==> src/core/dci_params.svh <==
`ifndef DCI_PARAMS_SVH
`define DCI_PARAMS_SVH
// ----------------------------------------
// Register byte offsets
// ----------------------------------------
`define DCI_OFS_MODE_A 8'h00
`define DCI_OFS_MODE_B 8'h04
`define DCI_OFS_EXT_A 8'h08
`define DCI_OFS_EXT_B 8'h0c
`define DCI_OFS_VEC_A 8'h10
`define DCI_OFS_VEC_B 8'h14
`define DCI_OFS_MASTER 8'h18
`define DCI_OFS_PEND 8'h1c
`define DCI_OFS_CMD 8'h20
`define DCI_OFS_ISRV 8'h24
// ----------------------------------------
// Field positions
// ----------------------------------------
`define DCI_M_EXT_IE 0
`define DCI_M_TX_IE 1
`define DCI_M_RX_LO 3
`define DCI_M_WR_FUNC 5
`define DCI_M_WR_EN 6
`define DCI_M_WR_RX 7
`define DCI_X_RX_FOUR 3
`define DCI_X_DTR_REQ 4
`define DCI_X_TX_ALL 5
`define DCI_G_VIS 0
`define DCI_G_MIE 3
`define DCI_C_ACK 0
`define DCI_C_RST_IUS 1
`define DCI_C_CLR_LO 8
// ----------------------------------------
// Reset values and vector status codes
// ----------------------------------------
`define DCI_RST_BYTE 8'h00
`define DCI_ST_B_TX 3'h0
`define DCI_ST_B_EXT 3'h1
`define DCI_ST_B_RX 3'h2
`define DCI_ST_B_SPC 3'h3
`define DCI_ST_A_TX 3'h4
`define DCI_ST_A_EXT 3'h5
`define DCI_ST_A_RX 3'h6
`define DCI_ST_A_SPC 3'h7
`define DCI_VEC_ST_LO 1
`endif

==> src/core/dci_pkg.sv <==
package dci_pkg;
    // Per-channel events, all on hclk
    typedef struct packed {
        logic tx_write;
        logic tx_load;
        logic tx_empty;
        logic rx_char;
        logic rx_four;
        logic rx_special;
        logic underrun;
        logic brg_zero;
        logic brk;
        logic abort_seq;
        logic end_of_poll;
        logic rx_ready;
        logic tx_ready;
    } dci_ev_t;
    // Modem pins, asynchronous to hclk
    typedef struct packed {
        logic cts;
        logic carrier_detect_in;
        logic sync;
    } dci_pins_t;
    typedef enum logic [1:0] {
        RX_OFF,
        RX_FIRST,
        RX_ALL,
        RX_SPECIAL
    } dci_rx_mode_t;
    typedef enum logic {
        ACK_IDLE,
        ACK_HOLD
    } dci_ack_st_t;
endpackage

==> src/core/dci_top.sv <==
`include "dci_params.svh"
// Functional notes
// - On acknowledge, the chosen device drives its vector onto the data lines.
// - Optionally three vector bits carry source status; channel B read shows it.
// - Six sources each keep pending, in-service and enable bits.
// - Requests need the source enable and the global request gate.
// - Source enable bits are write-only; they read back as zero.
// - Request output low only while chain input high and something pends.
// - Pending never sets with enable clear; all pending bits in one register.
// - Any in-service bit blocks lower sources and drives chain output low.
// - Acknowledge sets in-service only when no higher device requests.
// - Finished acknowledge releases the request output, allowing nesting.
// - Channel A over B; transmit, receive, external within a channel.
// - A software acknowledge command sets in-service and latches the vector but never drives the data lines.
// - Whole-empty interrupt only after a written character moved out.
// - Receive interrupt modes: first character, every character, special only.
// - Extended bit 3 with special-only mode interrupts at four bytes.
// - Special receive conditions differ only by the vector status.
// - In first mode specials interrupt any time after the first character.
// - External interrupt from pin changes, underrun, zero count, break, abort, poll.
// - Abort and end of poll interrupt at start and at end.
// - Wait output low while not ready; in request mode low when ready.
// - One shared vector register, written through either channel.
module dci_top #(
    parameter int ADDR_W = 8
) (
    input wire logic hclk,
    input wire logic hresetn,
    input wire logic hsel,
    input wire logic [ADDR_W-1:0] haddr,
    input wire logic [1:0] htrans,
    input wire logic hwrite,
    input wire logic [2:0] hsize,
    input wire logic [31:0] hwdata,
    input wire logic hready,
    output logic hreadyout,
    output logic hresp,
    output logic [31:0] hrdata,
    input wire logic chain_enable_in,
    output logic chain_enable_out,
    output logic int_req_n,
    input wire logic acknowledge_strobe_in,
    output logic [7:0] ack_vector,
    output logic ack_vector_oe,
    input wire dci_pkg::dci_ev_t [1:0] ch_ev,
    input wire dci_pkg::dci_pins_t [1:0] ch_pins,
    output logic [1:0] wait_req_n,
    output logic [1:0] dtr_req_n
);
    // ----------------------------------------
    // State
    // ----------------------------------------
    logic [7:0] mode_r [2];
    logic [7:0] mode_nxt [2];
    logic [7:0] ext_r [2];
    logic [7:0] ext_nxt [2];
    logic [7:0] vec_r, vec_nxt;
    logic [7:0] master_r, master_nxt;
    logic [5:0] ip_r, ip_nxt;
    logic [5:0] ius_r, ius_nxt;
    logic [1:0] spc_r, spc_nxt;
    logic [1:0] first_r, first_nxt;
    logic [1:0] txw_r, txw_nxt;
    logic [5:0] lvl_r, lvl_nxt;
    logic [1:0] four_r, four_nxt;
    logic [7:0] addr_r, addr_nxt;
    logic wr_r, wr_nxt, rd_nxt;
    logic [31:0] rdata_r, rdata_nxt;
    logic [7:0] ackv_r, ackv_nxt;
    logic ackoe_r, ackoe_nxt;
    dci_pkg::dci_ack_st_t ack_st_r, ack_st_nxt;
    logic [1:0] wrq_r, wrq_nxt;
    logic [1:0] dtr_r, dtr_nxt;
    // Two-stage synchronisers; stage one feeds only stage two
    logic cei_s1, cei_s2;
    logic ack_s1, ack_s2, ack_s3;
    logic [5:0] pin_s1, pin_s2, pin_s3;
    logic [5:0] req;
    logic [5:0] pend_ok;
    logic any_req;
    logic [2:0] top_idx;
    logic [2:0] top_code;
    // ----------------------------------------
    // Priority chain
    // ----------------------------------------
    // Source i = 3*channel + k, k: 0 tx, 1 rx, 2 ext; index 0 ranks highest
    always_comb begin
        logic blocked;
        logic global_request_gate;
        logic found;
        blocked = 1'b0;
        global_request_gate = master_r[`DCI_G_MIE];
        found = 1'b0;
        req = '0;
        pend_ok = '0;
        top_idx = 3'h0;
        any_req = 1'b0;
        for (int i = 0; i < 6; i++) begin
            pend_ok[i] = ip_r[i] & global_request_gate;
            // A source in service blocks itself too, or its still-set
            // pending bit would pull the request pin again after acknowledge
            blocked = blocked | ius_r[i];
            req[i] = pend_ok[i] & ~blocked & cei_s2;
            // Status names the highest pending source; whenever any source
            // asks, that one is also the winner of the chain
            if (pend_ok[i] && !found) begin
                top_idx = 3'(i);
                found = 1'b1;
            end
            any_req = any_req | req[i];
            blocked = blocked | req[i];
        end
    end
    // Status code of the winning source; special receive has its own
    always_comb begin
        unique case (top_idx)
            3'h0: top_code = `DCI_ST_A_TX;
            3'h1: top_code = spc_r[0] ? `DCI_ST_A_SPC : `DCI_ST_A_RX;
            3'h2: top_code = `DCI_ST_A_EXT;
            3'h3: top_code = `DCI_ST_B_TX;
            3'h4: top_code = spc_r[1] ? `DCI_ST_B_SPC : `DCI_ST_B_RX;
            3'h5: top_code = `DCI_ST_B_EXT;
            default: top_code = `DCI_ST_B_TX;
        endcase
    end
    // Request pin low only while a source wins the chain
    assign int_req_n = ~any_req;
    // Downstream blocked while any source here is served or asking
    assign chain_enable_out = cei_s2 & ~(|ius_r) & ~(|pend_ok);
    assign hreadyout = 1'b1;
    assign hresp = 1'b0;
    assign hrdata = rdata_r;
    assign ack_vector = ackv_r;
    assign ack_vector_oe = ackoe_r;
    assign wait_req_n = wrq_r;
    assign dtr_req_n = dtr_r;
    // ----------------------------------------
    // Next state
    // ----------------------------------------
    always_comb begin
        logic [5:0] set_ev;
        logic [5:0] clr;
        logic [31:0] wd;
        logic do_ack;
        logic [7:0] mod_vec;
        logic ev_tx, ev_rx, ev_ext, rdy, on;
        dci_pkg::dci_rx_mode_t rxm;
        set_ev = '0;
        clr = '0;
        wd = hwdata;
        do_ack = 1'b0;
        mod_vec = vec_r;
        ev_tx = 1'b0;
        ev_rx = 1'b0;
        ev_ext = 1'b0;
        rdy = 1'b0;
        on = 1'b0;
        rxm = dci_pkg::RX_OFF;
        for (int c = 0; c < 2; c++) begin
            mode_nxt[c] = mode_r[c];
            ext_nxt[c] = ext_r[c];
        end
        vec_nxt = vec_r;
        master_nxt = master_r;
        ius_nxt = ius_r;
        spc_nxt = spc_r;
        first_nxt = first_r;
        txw_nxt = txw_r;
        ackv_nxt = ackv_r;
        ackoe_nxt = ackoe_r;
        ack_st_nxt = ack_st_r;
        // Modified vector: status replaces bits 1 to 3
        if (master_r[`DCI_G_VIS]) begin
            mod_vec[`DCI_VEC_ST_LO +: 3] = top_code;
        end
        // Bus address phase captured; zero wait states
        addr_nxt = addr_r;
        wr_nxt = 1'b0;
        rd_nxt = hsel & htrans[1] & hready & ~hwrite;
        if (hsel && htrans[1] && hready) begin
            addr_nxt = haddr[7:0];
            wr_nxt = hwrite;
        end
        // Read data is settled in the address phase, so the data phase
        // gets it from a flop; a read right after a write sees old data
        rdata_nxt = 32'h0;
        if (rd_nxt) begin
            unique case (haddr[7:0])
                `DCI_OFS_MODE_A: rdata_nxt = {24'h0, mode_r[0] & 8'hfc};
                `DCI_OFS_MODE_B: rdata_nxt = {24'h0, mode_r[1] & 8'hfc};
                `DCI_OFS_EXT_A: rdata_nxt = {24'h0, ext_r[0]};
                `DCI_OFS_EXT_B: rdata_nxt = {24'h0, ext_r[1]};
                `DCI_OFS_VEC_A: rdata_nxt = {24'h0, vec_r};
                `DCI_OFS_VEC_B: rdata_nxt = {24'h0, mod_vec};
                `DCI_OFS_MASTER: rdata_nxt = {24'h0, master_r};
                `DCI_OFS_PEND: rdata_nxt = {26'h0, ip_r};
                `DCI_OFS_ISRV: rdata_nxt = {26'h0, ius_r};
                default: rdata_nxt = 32'h0;
            endcase
        end
        // Data-phase writes
        if (wr_r) begin
            unique case (addr_r)
                `DCI_OFS_MODE_A: begin
                    mode_nxt[0] = wd[7:0];
                    first_nxt[0] = 1'b0;
                end
                `DCI_OFS_MODE_B: begin
                    mode_nxt[1] = wd[7:0];
                    first_nxt[1] = 1'b0;
                end
                `DCI_OFS_EXT_A: ext_nxt[0] = wd[7:0];
                `DCI_OFS_EXT_B: ext_nxt[1] = wd[7:0];
                `DCI_OFS_VEC_A: vec_nxt = wd[7:0];
                `DCI_OFS_VEC_B: vec_nxt = wd[7:0];
                `DCI_OFS_MASTER: master_nxt = wd[7:0];
                `DCI_OFS_CMD: begin
                    clr = wd[`DCI_C_CLR_LO +: 6];
                    do_ack = wd[`DCI_C_ACK];
                    // Release the highest in-service source only
                    if (wd[`DCI_C_RST_IUS]) begin
                        ius_nxt = ius_r & (ius_r - 6'h1);
                    end
                end
                default: ;
            endcase
        end
        // Source events per channel
        for (int c = 0; c < 2; c++) begin
            rxm = dci_pkg::dci_rx_mode_t'(mode_r[c][`DCI_M_RX_LO +: 2]);
            // Written-since flag for whole-FIFO-empty
            if (ch_ev[c].tx_write) begin
                txw_nxt[c] = 1'b1;
            end
            if (ext_r[c][`DCI_X_TX_ALL]) begin
                ev_tx = ch_ev[c].tx_load & ch_ev[c].tx_empty & txw_r[c];
                if (ev_tx && !ch_ev[c].tx_write) begin
                    txw_nxt[c] = 1'b0;
                end
            end else begin
                ev_tx = ch_ev[c].tx_load;
            end
            unique case (rxm)
                dci_pkg::RX_OFF: ev_rx = 1'b0;
                dci_pkg::RX_FIRST: ev_rx = (ch_ev[c].rx_char & ~first_r[c])
                    | (ch_ev[c].rx_special & first_r[c]);
                dci_pkg::RX_ALL: ev_rx = ch_ev[c].rx_char | ch_ev[c].rx_special;
                dci_pkg::RX_SPECIAL: ev_rx = ch_ev[c].rx_special
                    | (ext_r[c][`DCI_X_RX_FOUR] & ch_ev[c].rx_four & ~four_r[c]);
            endcase
            if (rxm == dci_pkg::RX_FIRST && ch_ev[c].rx_char) begin
                first_nxt[c] = 1'b1;
            end
            // Any change of a level condition, both edges, plus pulses
            ev_ext = (|(pin_s2[3*c +: 3] ^ pin_s3[3*c +: 3]))
                | (ch_ev[c].brk ^ lvl_r[3*c])
                | (ch_ev[c].abort_seq ^ lvl_r[3*c+1])
                | (ch_ev[c].end_of_poll ^ lvl_r[3*c+2])
                | ch_ev[c].underrun | ch_ev[c].brg_zero;
            set_ev[3*c] = ev_tx & mode_r[c][`DCI_M_TX_IE];
            set_ev[3*c+1] = ev_rx;
            set_ev[3*c+2] = ev_ext & mode_r[c][`DCI_M_EXT_IE];
            if (ch_ev[c].rx_special && ev_rx) begin
                spc_nxt[c] = 1'b1;
            end else if (clr[3*c+1]) begin
                spc_nxt[c] = 1'b0;
            end
            // Wait or request pin
            rdy = mode_r[c][`DCI_M_WR_RX] ? ch_ev[c].rx_ready : ch_ev[c].tx_ready;
            on = mode_r[c][`DCI_M_WR_EN];
            if (mode_r[c][`DCI_M_WR_FUNC]) begin
                wrq_nxt[c] = ~(on & rdy);
            end else begin
                wrq_nxt[c] = ~(on & ~rdy);
            end
            dtr_nxt[c] = ext_r[c][`DCI_X_DTR_REQ] ? ~(on & rdy) : 1'b1;
        end
        for (int c = 0; c < 2; c++) begin
            lvl_nxt[3*c] = ch_ev[c].brk;
            lvl_nxt[3*c+1] = ch_ev[c].abort_seq;
            lvl_nxt[3*c+2] = ch_ev[c].end_of_poll;
            four_nxt[c] = ch_ev[c].rx_four;
        end
        // Set wins over a clear in the same cycle
        ip_nxt = (ip_r & ~clr) | set_ev;
        // Hardware acknowledge on the synchronised rising edge
        unique case (ack_st_r)
            dci_pkg::ACK_IDLE: begin
                if ((ack_s2 && !ack_s3) || do_ack) begin
                    if (any_req && cei_s2) begin
                        ius_nxt[top_idx] = 1'b1;
                        ackv_nxt = mod_vec;
                        ackoe_nxt = ~do_ack;
                    end
                    if (!do_ack) begin
                        ack_st_nxt = dci_pkg::ACK_HOLD;
                    end
                end
            end
            dci_pkg::ACK_HOLD: begin
                if (!ack_s2) begin
                    ackoe_nxt = 1'b0;
                    ack_st_nxt = dci_pkg::ACK_IDLE;
                end
            end
        endcase
    end
    // ----------------------------------------
    // Registers
    // ----------------------------------------
    always_ff @(posedge hclk or negedge hresetn) begin
        if (!hresetn) begin
            for (int c = 0; c < 2; c++) begin
                mode_r[c] <= `DCI_RST_BYTE;
                ext_r[c] <= `DCI_RST_BYTE;
            end
            vec_r <= `DCI_RST_BYTE;
            master_r <= `DCI_RST_BYTE;
            ip_r <= 6'h0;
            ius_r <= 6'h0;
            spc_r <= 2'h0;
            first_r <= 2'h0;
            txw_r <= 2'h0;
            lvl_r <= 6'h0;
            four_r <= 2'h0;
            addr_r <= 8'h0;
            wr_r <= 1'b0;
            rdata_r <= 32'h0;
            ackv_r <= 8'h0;
            ackoe_r <= 1'b0;
            ack_st_r <= dci_pkg::ACK_IDLE;
            wrq_r <= 2'h3;
            dtr_r <= 2'h3;
            cei_s1 <= 1'b0;
            cei_s2 <= 1'b0;
            ack_s1 <= 1'b0;
            ack_s2 <= 1'b0;
            ack_s3 <= 1'b0;
            pin_s1 <= 6'h0;
            pin_s2 <= 6'h0;
            pin_s3 <= 6'h0;
        end else begin
            for (int c = 0; c < 2; c++) begin
                mode_r[c] <= mode_nxt[c];
                ext_r[c] <= ext_nxt[c];
            end
            vec_r <= vec_nxt;
            master_r <= master_nxt;
            ip_r <= ip_nxt;
            ius_r <= ius_nxt;
            spc_r <= spc_nxt;
            first_r <= first_nxt;
            txw_r <= txw_nxt;
            lvl_r <= lvl_nxt;
            four_r <= four_nxt;
            addr_r <= addr_nxt;
            wr_r <= wr_nxt;
            rdata_r <= rdata_nxt;
            ackv_r <= ackv_nxt;
            ackoe_r <= ackoe_nxt;
            ack_st_r <= ack_st_nxt;
            wrq_r <= wrq_nxt;
            dtr_r <= dtr_nxt;
            cei_s1 <= chain_enable_in;
            cei_s2 <= cei_s1;
            ack_s1 <= acknowledge_strobe_in;
            ack_s2 <= ack_s1;
            ack_s3 <= ack_s2;
            pin_s1 <= {ch_pins[1], ch_pins[0]};
            pin_s2 <= pin_s1;
            pin_s3 <= pin_s2;
        end
    end
endmodule // dci_top

==> config.mk <==
export PLATFORM = sky130hd
export DESIGN_NAME = dci_top
export DESIGN_NICKNAME = d
export VERILOG_FILES = /design/src/core/dci_pkg.sv /design/src/core/dci_top.sv
export VERILOG_INCLUDE_DIRS = /design/src /design/src/core
export SDC_FILE = /design/constraint.sdc
export NUM_CORES = 1
export LEC_CHECK = 0
export BUFFER_PORTS_ARGS = -buffer_cell sky130_fd_sc_hd__buf_2
export CORE_MARGIN = 10
export CORE_UTILIZATION = 50
export CTS_BUF_LIST = sky130_fd_sc_hd__clkbuf_16
export DETAILED_ROUTE_END_ITERATION = 16
export GPL_TIMING_DRIVEN = 0
export PLACE_DENSITY = 0.75
export SLEW_MARGIN = 30
export SYNTH_ARGS = -nofsm -noshare
export SYNTH_HDL_FRONTEND = slang
export SYNTH_SLANG_ARGS = --single-unit
==> constraint.sdc <==
create_clock -name hclk -period 2.5 [get_ports hclk]
set_input_delay 0.5 -clock hclk [delete_from_list [all_inputs] [get_ports hclk]]
set_output_delay 0.5 -clock hclk [all_outputs]
set_load 0.05 [all_outputs]
==> metrics.md, run 1 <==
| Metric | Value |
|---|---|
| Status | `finished clean` |
| Worst clock skew | `~5.7 ps` |
| FF+latch count, synth | `between 100 and 150` |
| Drt pass-1 iters | `5` |
| Fmax | `roughly 410 MHz` |
| N_diodes | `0` |
| Final-report hold violation count | `0` |
| DP HPWL | `10,800 um` |
| Post-synth EDFFs | `0` |
| Hold Crit Class | `primary input to asynchronous set/reset pin` |
| Post-synth top area cell | `dfrtp_1` |
| DR vias | `around 4,200` |
| Post-Syn Area | `between 5000 and 6000 um^2` |
| Fraction of layout cells with a size suffix above 1 | `between 30% and 40%` |
| Fin util | `between 60 and 70%` |
| Final layout net count | `roughly 690` |
| Design area | `around 7100 um^2` |
| Avg Inst Size Synth | `12.0 um^2` |
| Combinational family with the most area after synthesis | `multiplexers` |
| Final Cycle Share | `about 97%` |
| Clock Path Buffers | `2` |
| Port bufs | `83` |
| Die X | `about 130 um` |
| Final hold slack | `19.9 ps` |
| Wirelength per Cell | `roughly 19 um` |
| Via/cell ratio | `5.54` |
| Worst-path fanout max | `5` |
| Ys async rst share | `100%` |
| Dpl cell area | `6520 um^2` |
| CTS Hold Bufs | `0` |
| # IOs | `about 130` |
| GR Overflow Total | `0` |
| Crit Path Category | `flip-flop to primary output` |
| Most frequent cell after synthesis | `dfrtp_1` |
| Routability Congestion | `about 0.91` |
| VDD IR-drop max | `around 0.00037 V` |
| Global-route wire length before repair | `approximately 23,000 um` |
| Sequential area share after synthesis | `about 55%` |
| PwrDens | `about 760 nW/um^2` |
| Die ar. | `roughly 16,000 um^2` |
| WP data required | `2000 ps` |
| Synth cell count leaders | `dfrtp_1 (124), mux2_2 (66), nand2_1 (39)` |
| Data arrival, critical path | `1930 ps` |
| # DRC | `0` |
| Min cycle time layout | `around 2400 ps` |
| Routed wire length | `14,800 um` |
| Antenna-violating nets left | `0` |
| Clock latency on the worst-skew pair | `~420 ps` |
| Multiplexer share of the synthesized area | `~14%` |
| CTS Buf Count | `17` |
| Max-Cap Viols | `0` |
| Static leakage | `between 0.003 and 0.004 uW` |
| Critical Path End Type | `primary output` |
| RSZ-0062 raised after global routing | `false` |
| Synth cell types | `just over 60` |
| Simple-Gate Fraction of Synth Area | `approximately an eighth` |
| Synth Warn # | `0` |
| Clock slew seen by the registers of the worst setup and hold paths | `about 60 ps` |
| Clock sink count | `roughly 130` |
| Largest net degree at the start of global routing | `69` |
| Die Height | `roughly 130 um` |
| Final Slew Violations | `0` |
| H-tree Lvls | `4` |
| Slew of the pin with the lowest slew margin | `roughly 950 ps` |
| Vias in the first global route | `4,336` |
| Synth top area share | `a little over half` |
| Headroom to the max-slew limit | `between 30% and 40%` |
| Initial antenna violation count | `0` |
| Compound-gate portion of the synthesized area | `under 10%` |
| Xor/xnor cell area share of the yosys netlist | `under 10%` |
| Adder-Cell Fraction of Synth Area | `0%` |
| GRT Total Usage | `between 10% and 20%` |
| CTS tree | `done` |
| Cells after Synth | `slightly below 500` |
| Top cells by area in the synthesized netlist | `dfrtp_1 (54%), mux2_2 (13%), buf_4 (3.4%)` |
| Drt initial violations | `between 300 and 400` |
| Layout area overhead | `22.5%` |
| CTS root buffer | `clkbuf_16` |
| Num rows | `39` |
| Core region area | `about 11,000 um^2` |
| Initial Util | `around half` |
| Startpoint types | `flip-flop` |
| Final setup violation count | `0` |
| Synth Flop Type | `dfrtp_1` |
==> layout make-up <==
| cell class | count | area, um^2 |
|---|---|---|
| fillers | 900 | 4270 |
| clock buffers | 17 | 425 |
| flip-flops and latches | 128 | 3210 |
| clock inverters | 15 | 148 |
| plain buffers | 38 | 254 |
| well taps | 143 | 179 |
| inverters | 12 | 45.0 |
| repair buffers | 84 | 459 |
| multi-input cells | 326 | 2380 |
==> registers in the layout, summed over array words and instances (netlist names), 8 cells and up <==
signal	flops
ext_r	16
mode_r	16
ack_vector	8
addr_r	8
hrdata	8
master_r	8
vec_r	8
==> critical path: stages, from the launching register on <==
cell and delay [ps]:
dfrtp_1 450, or4_4 570, nor2_1 90, and4b_1 240
buf_6 170
==> metal layers <==
layer  vias to the layer above  part of all wire (%)  track usage [%]
met1                      2104                    43             23.6
met5                         -                     0                0
met3                        24                   7.2             5.17
met2                       157                    48             29.3
met4                         0                   1.9             6.42
li1                       1941                     -                -
==> placed cells by master, fill, tap and decap left out, types with 13 or more instances in the layout <==
| cell | instances |
|---|---|
| nand2_1 | 39 |
| inv_1 | 13 |
| mux2_2 | 66 |
| conb_1 | 26 |
| o21ai_0 | 18 |
| dfrtp_1 | 123 |
| clkbuf_16 | 17 |
| nand3_1 | 15 |
| nor2_1 | 19 |
| buf_2 | 86 |
| buf_4 | 26 |
| a21oi_1 | 22 |
==> logic make-up (layout without fill, tap and decap cells) <==
family                 after synthesis  after routing
other                                2             26
AND/OR/NAND/NOR                    128            128
AO/OA/AOI/OAI                       84             84
multiplexers                        74             74
XOR/XNOR                            14             14
flip-flops                         128            128
buffers and inverters               51            166
==> path summary, 6_finish.rpt <==
path                            cells after the start  slack (ps)        from                to
min in group hclk                                   1         190  ch_pins[1]         pin_s1[1]
max in group asynchronous                           2        1820     hresetn         addr_r[0]
worst max register to register                      4         250   addr_r[1]         mode_r[8]
worst min register to register                      0         350   pin_s1[3]         pin_s2[3]
worst max-delay path                                4          70    ius_r[2]  chain_enable_out
worst min-delay path                                1          20     hresetn         pin_s1[1]
==> power breakdown <==
group          internal (uW)  leakage, uW  switching (uW)
Sequential              2220      0.00160             151
Clock                   1460     0.000272             925
Combinational            253      0.00150             356
==> through the flow <==
step	TNS [ps]	instances	total power [uW]	setup WS, ps
2_1_floorplan	0	505	2770	410
3_3_place_gp	-75610	731	2970	-619
3_5_place_dp	0	732	3000	218
4_1_cts	0	764	5390	10.3
5_1_grt	0	763	5550	1.47
6_report	0	763	5360	70.1
==> what timing repair did <==
action                                  CTS  global route
setup buffers                             0             0
resized for setup                         1             3
endpoints found under the setup margin    1             2
No activity file was read; power rests on OpenSTA's default activity.
==> inputs of run 2 (changes only) <==
--- a/config.mk
+++ b/config.mk
@@ -9,7 +9,7 @@
 export BUFFER_PORTS_ARGS = -buffer_cell sky130_fd_sc_hd__buf_2
 export CORE_MARGIN = 10
 export CORE_UTILIZATION = 50
-export CTS_BUF_LIST = sky130_fd_sc_hd__clkbuf_16
+export CTS_BUF_LIST = sky130_fd_sc_hd__clkbuf_4 sky130_fd_sc_hd__clkbuf_8
 export DETAILED_ROUTE_END_ITERATION = 16
 export GPL_TIMING_DRIVEN = 0
 export PLACE_DENSITY = 0.75
==> metrics.md, run 2 (synthesis results as in run 1) <==
| Metric | Value |
|---|---|
| Global-route wire length before repair | `around 23,000 um` |
| Static leakage | `around 0.0033 uW` |
| Routed wire length | `~15,000 um` |
| Via/cell ratio | `5.46` |
| Clock Path Buffers | `2` |
| Initial Util | `between 50% and 60%` |
| CTS Buf Count | `17` |
| Regs by FF count | `ext_r: 16 flops, mode_r: 16 flops` |
| Worst clock skew | `between 10 and 15 ps` |
| VDD IR-drop max | `0.000359 V` |
| Fmax | `417 MHz` |
| N_diodes | `0` |
| Final Slew Violations | `0` |
| Critical path cell sequence | `or4_4, nor2_1, and4b_1, buf_6` |
| Vias in the first global route | `approximately 4,300` |
| Highest layer used for signal routing | `met4` |
| Data arrival, critical path | `1900 ps` |
| Wirelength per Cell | `about 19 um` |
| Die ar. | `16,300 um^2` |
| Num rows | `39` |
| Min cycle time layout | `~2400 ps` |
| Metal3 WL | `roughly 1100 um` |
| Final-report hold violation count | `0` |
| Final Cycle Share | `between 90% and 100%` |
| GRT Total Usage | `17.9%` |
| # IOs | `133` |
| Core region area | `around 11,000 um^2` |
| Routability Congestion | `0.907` |
| Hold Crit Class | `primary input to flip-flop` |
| Worst path slowest cell | `or4_4` |
| Die X | `approximately 130 um` |
| Critical Path End Type | `primary output` |
| Commonest cells after routing, fill and taps aside | `dfrtp_1 (120), buf_2 (86), mux2_2 (66)` |
| Antenna-violating nets left | `0` |
| Commonest non-fill, non-tap cell in the layout | `dfrtp_1` |
| Port bufs | `83` |
| DP HPWL | `approximately 11,000 um` |
| Crit Path Category | `flip-flop to primary output` |
| Dpl ws | `approximately 220 ps` |
| DR vias | `roughly 4,200` |
| Status | `finished clean` |
| Layout area overhead | `19.8%` |
| Largest net degree at the start of global routing | `between 60 and 70` |
| Fillers | `approximately 930` |
| Multi-input logic area | `about 2400 um^2` |
| Met2 WL | `approximately 7000 um` |
| Pwr Total | `4700 uW` |
| M1 WL | `approximately 6400 um` |
| # DRC | `0` |
| GR Overflow Total | `0` |
| RSZ-0062 raised after global routing | `false` |
| H-tree Lvls | `4` |
| Fin util | `61.1%` |
| Seq. cell area | `3210 um^2` |
| CTS root buffer | `clkbuf_8` |
| Final setup violation count | `0` |
| Worst-path fanout max | `4` |
| Die Height | `~130 um` |
| Fraction of layout cells with a size suffix above 1 | `about two fifths` |
| Final layout net count | `693` |
| CTS tree | `done` |
| Initial antenna violation count | `0` |
| WP data required | `roughly 2000 ps` |
| Slew of the pin with the lowest slew margin | `937 ps` |
| PwrDens | `around 680 nW/um^2` |
| Startpoint types | `flip-flop` |
| Max-Cap Viols | `0` |
| Clock latency on the worst-skew pair | `430 ps` |
| Drt initial violations | `247` |
| Drt pass-1 iters | `7` |
| Largest incremental delay on the critical path | `approximately 530 ps` |
| Clock sink count | `128` |
| Fin worst setup slack | `about 100 ps` |
| Clock slew seen by the registers of the worst setup and hold paths | `approximately 80 ps` |
| Headroom to the max-slew limit | `between 30% and 40%` |
==> run 2: final timing paths <==
path / start / end / slack [ps] / cells past startpoint
hold reg to reg: ack_s1 / ack_s2 / 350 / 0
setup reg to reg: addr_r[1] / mode_r[8] / 250 / 4
min in group asynchronous: hresetn / pin_s1[1] / 590 / 2
max in group asynchronous: hresetn / ius_r[3] / 1220 / 3
setup / recovery: ius_r[3] / chain_enable_out / 100 / 4
hold / removal: ch_pins[1] / pin_s1[1] / 170 / 1
==> run 2: where the power goes <==
part | internal [uW] | total (uW) | leakage (uW) | switching, uW
combinational | 255 | 618 | 0.00151 | 362
clock | 891 | 1720 | 0.000184 | 830
sequential | 2220 | 2370 | 0.00160 | 149
==> run 2: final cells by class <==
| class | count | area share (%) |
|---|---|---|
| buffer | 38 | 3.66 |
| clock buffer | 18 | 3.48 |
| clock inverter | 14 | 2.07 |
| inverter | 12 | 0.649 |
| multi-input combinational | 326 | 34.4 |
| sequential | 128 | 46.3 |
| tap | 143 | 2.58 |
| timing repair buffer | 86 | 6.86 |
==> run 2: metrics by stage <==
step | setup TNS (ps) | cell area [um^2] | cells | hold slack (ps)
global placement | -75610 | 6480 | 731 | 332
floorplan | 0 | 5880 | 505 | 204
CTS | 0 | 6910 | 764 | 130
finish | 0 | 6940 | 765 | 170
detailed placement | 0 | 6520 | 732 | 335
global route | 0 | 6940 | 765 | 142
==> run 2: repair_timing <==
action,in CTS,in global routing
hold endpoints to repair,5,0
hold buffers,1,0
resized for setup,2,7
setup endpoints to repair,1,2
buffers inserted,0,1
==> run 2: critical path, delay by kind of cell, from the launching register on <==
kind                   cells  cell delay (ps)
buffers and inverters      1              170
flip-flops                 1              450
AND/OR/NAND/NOR            3              850
==> run 2: metal layers <==
| layer | up-vias | track usage (%) |
|---|---|---|
| met3 | 17 | 5.13 |
| li1 | 1944 | - |
| met5 | - | 0 |
| met1 | 2068 | 23.2 |
| met2 | 148 | 28.3 |
| met4 | 0 | 6.03 |
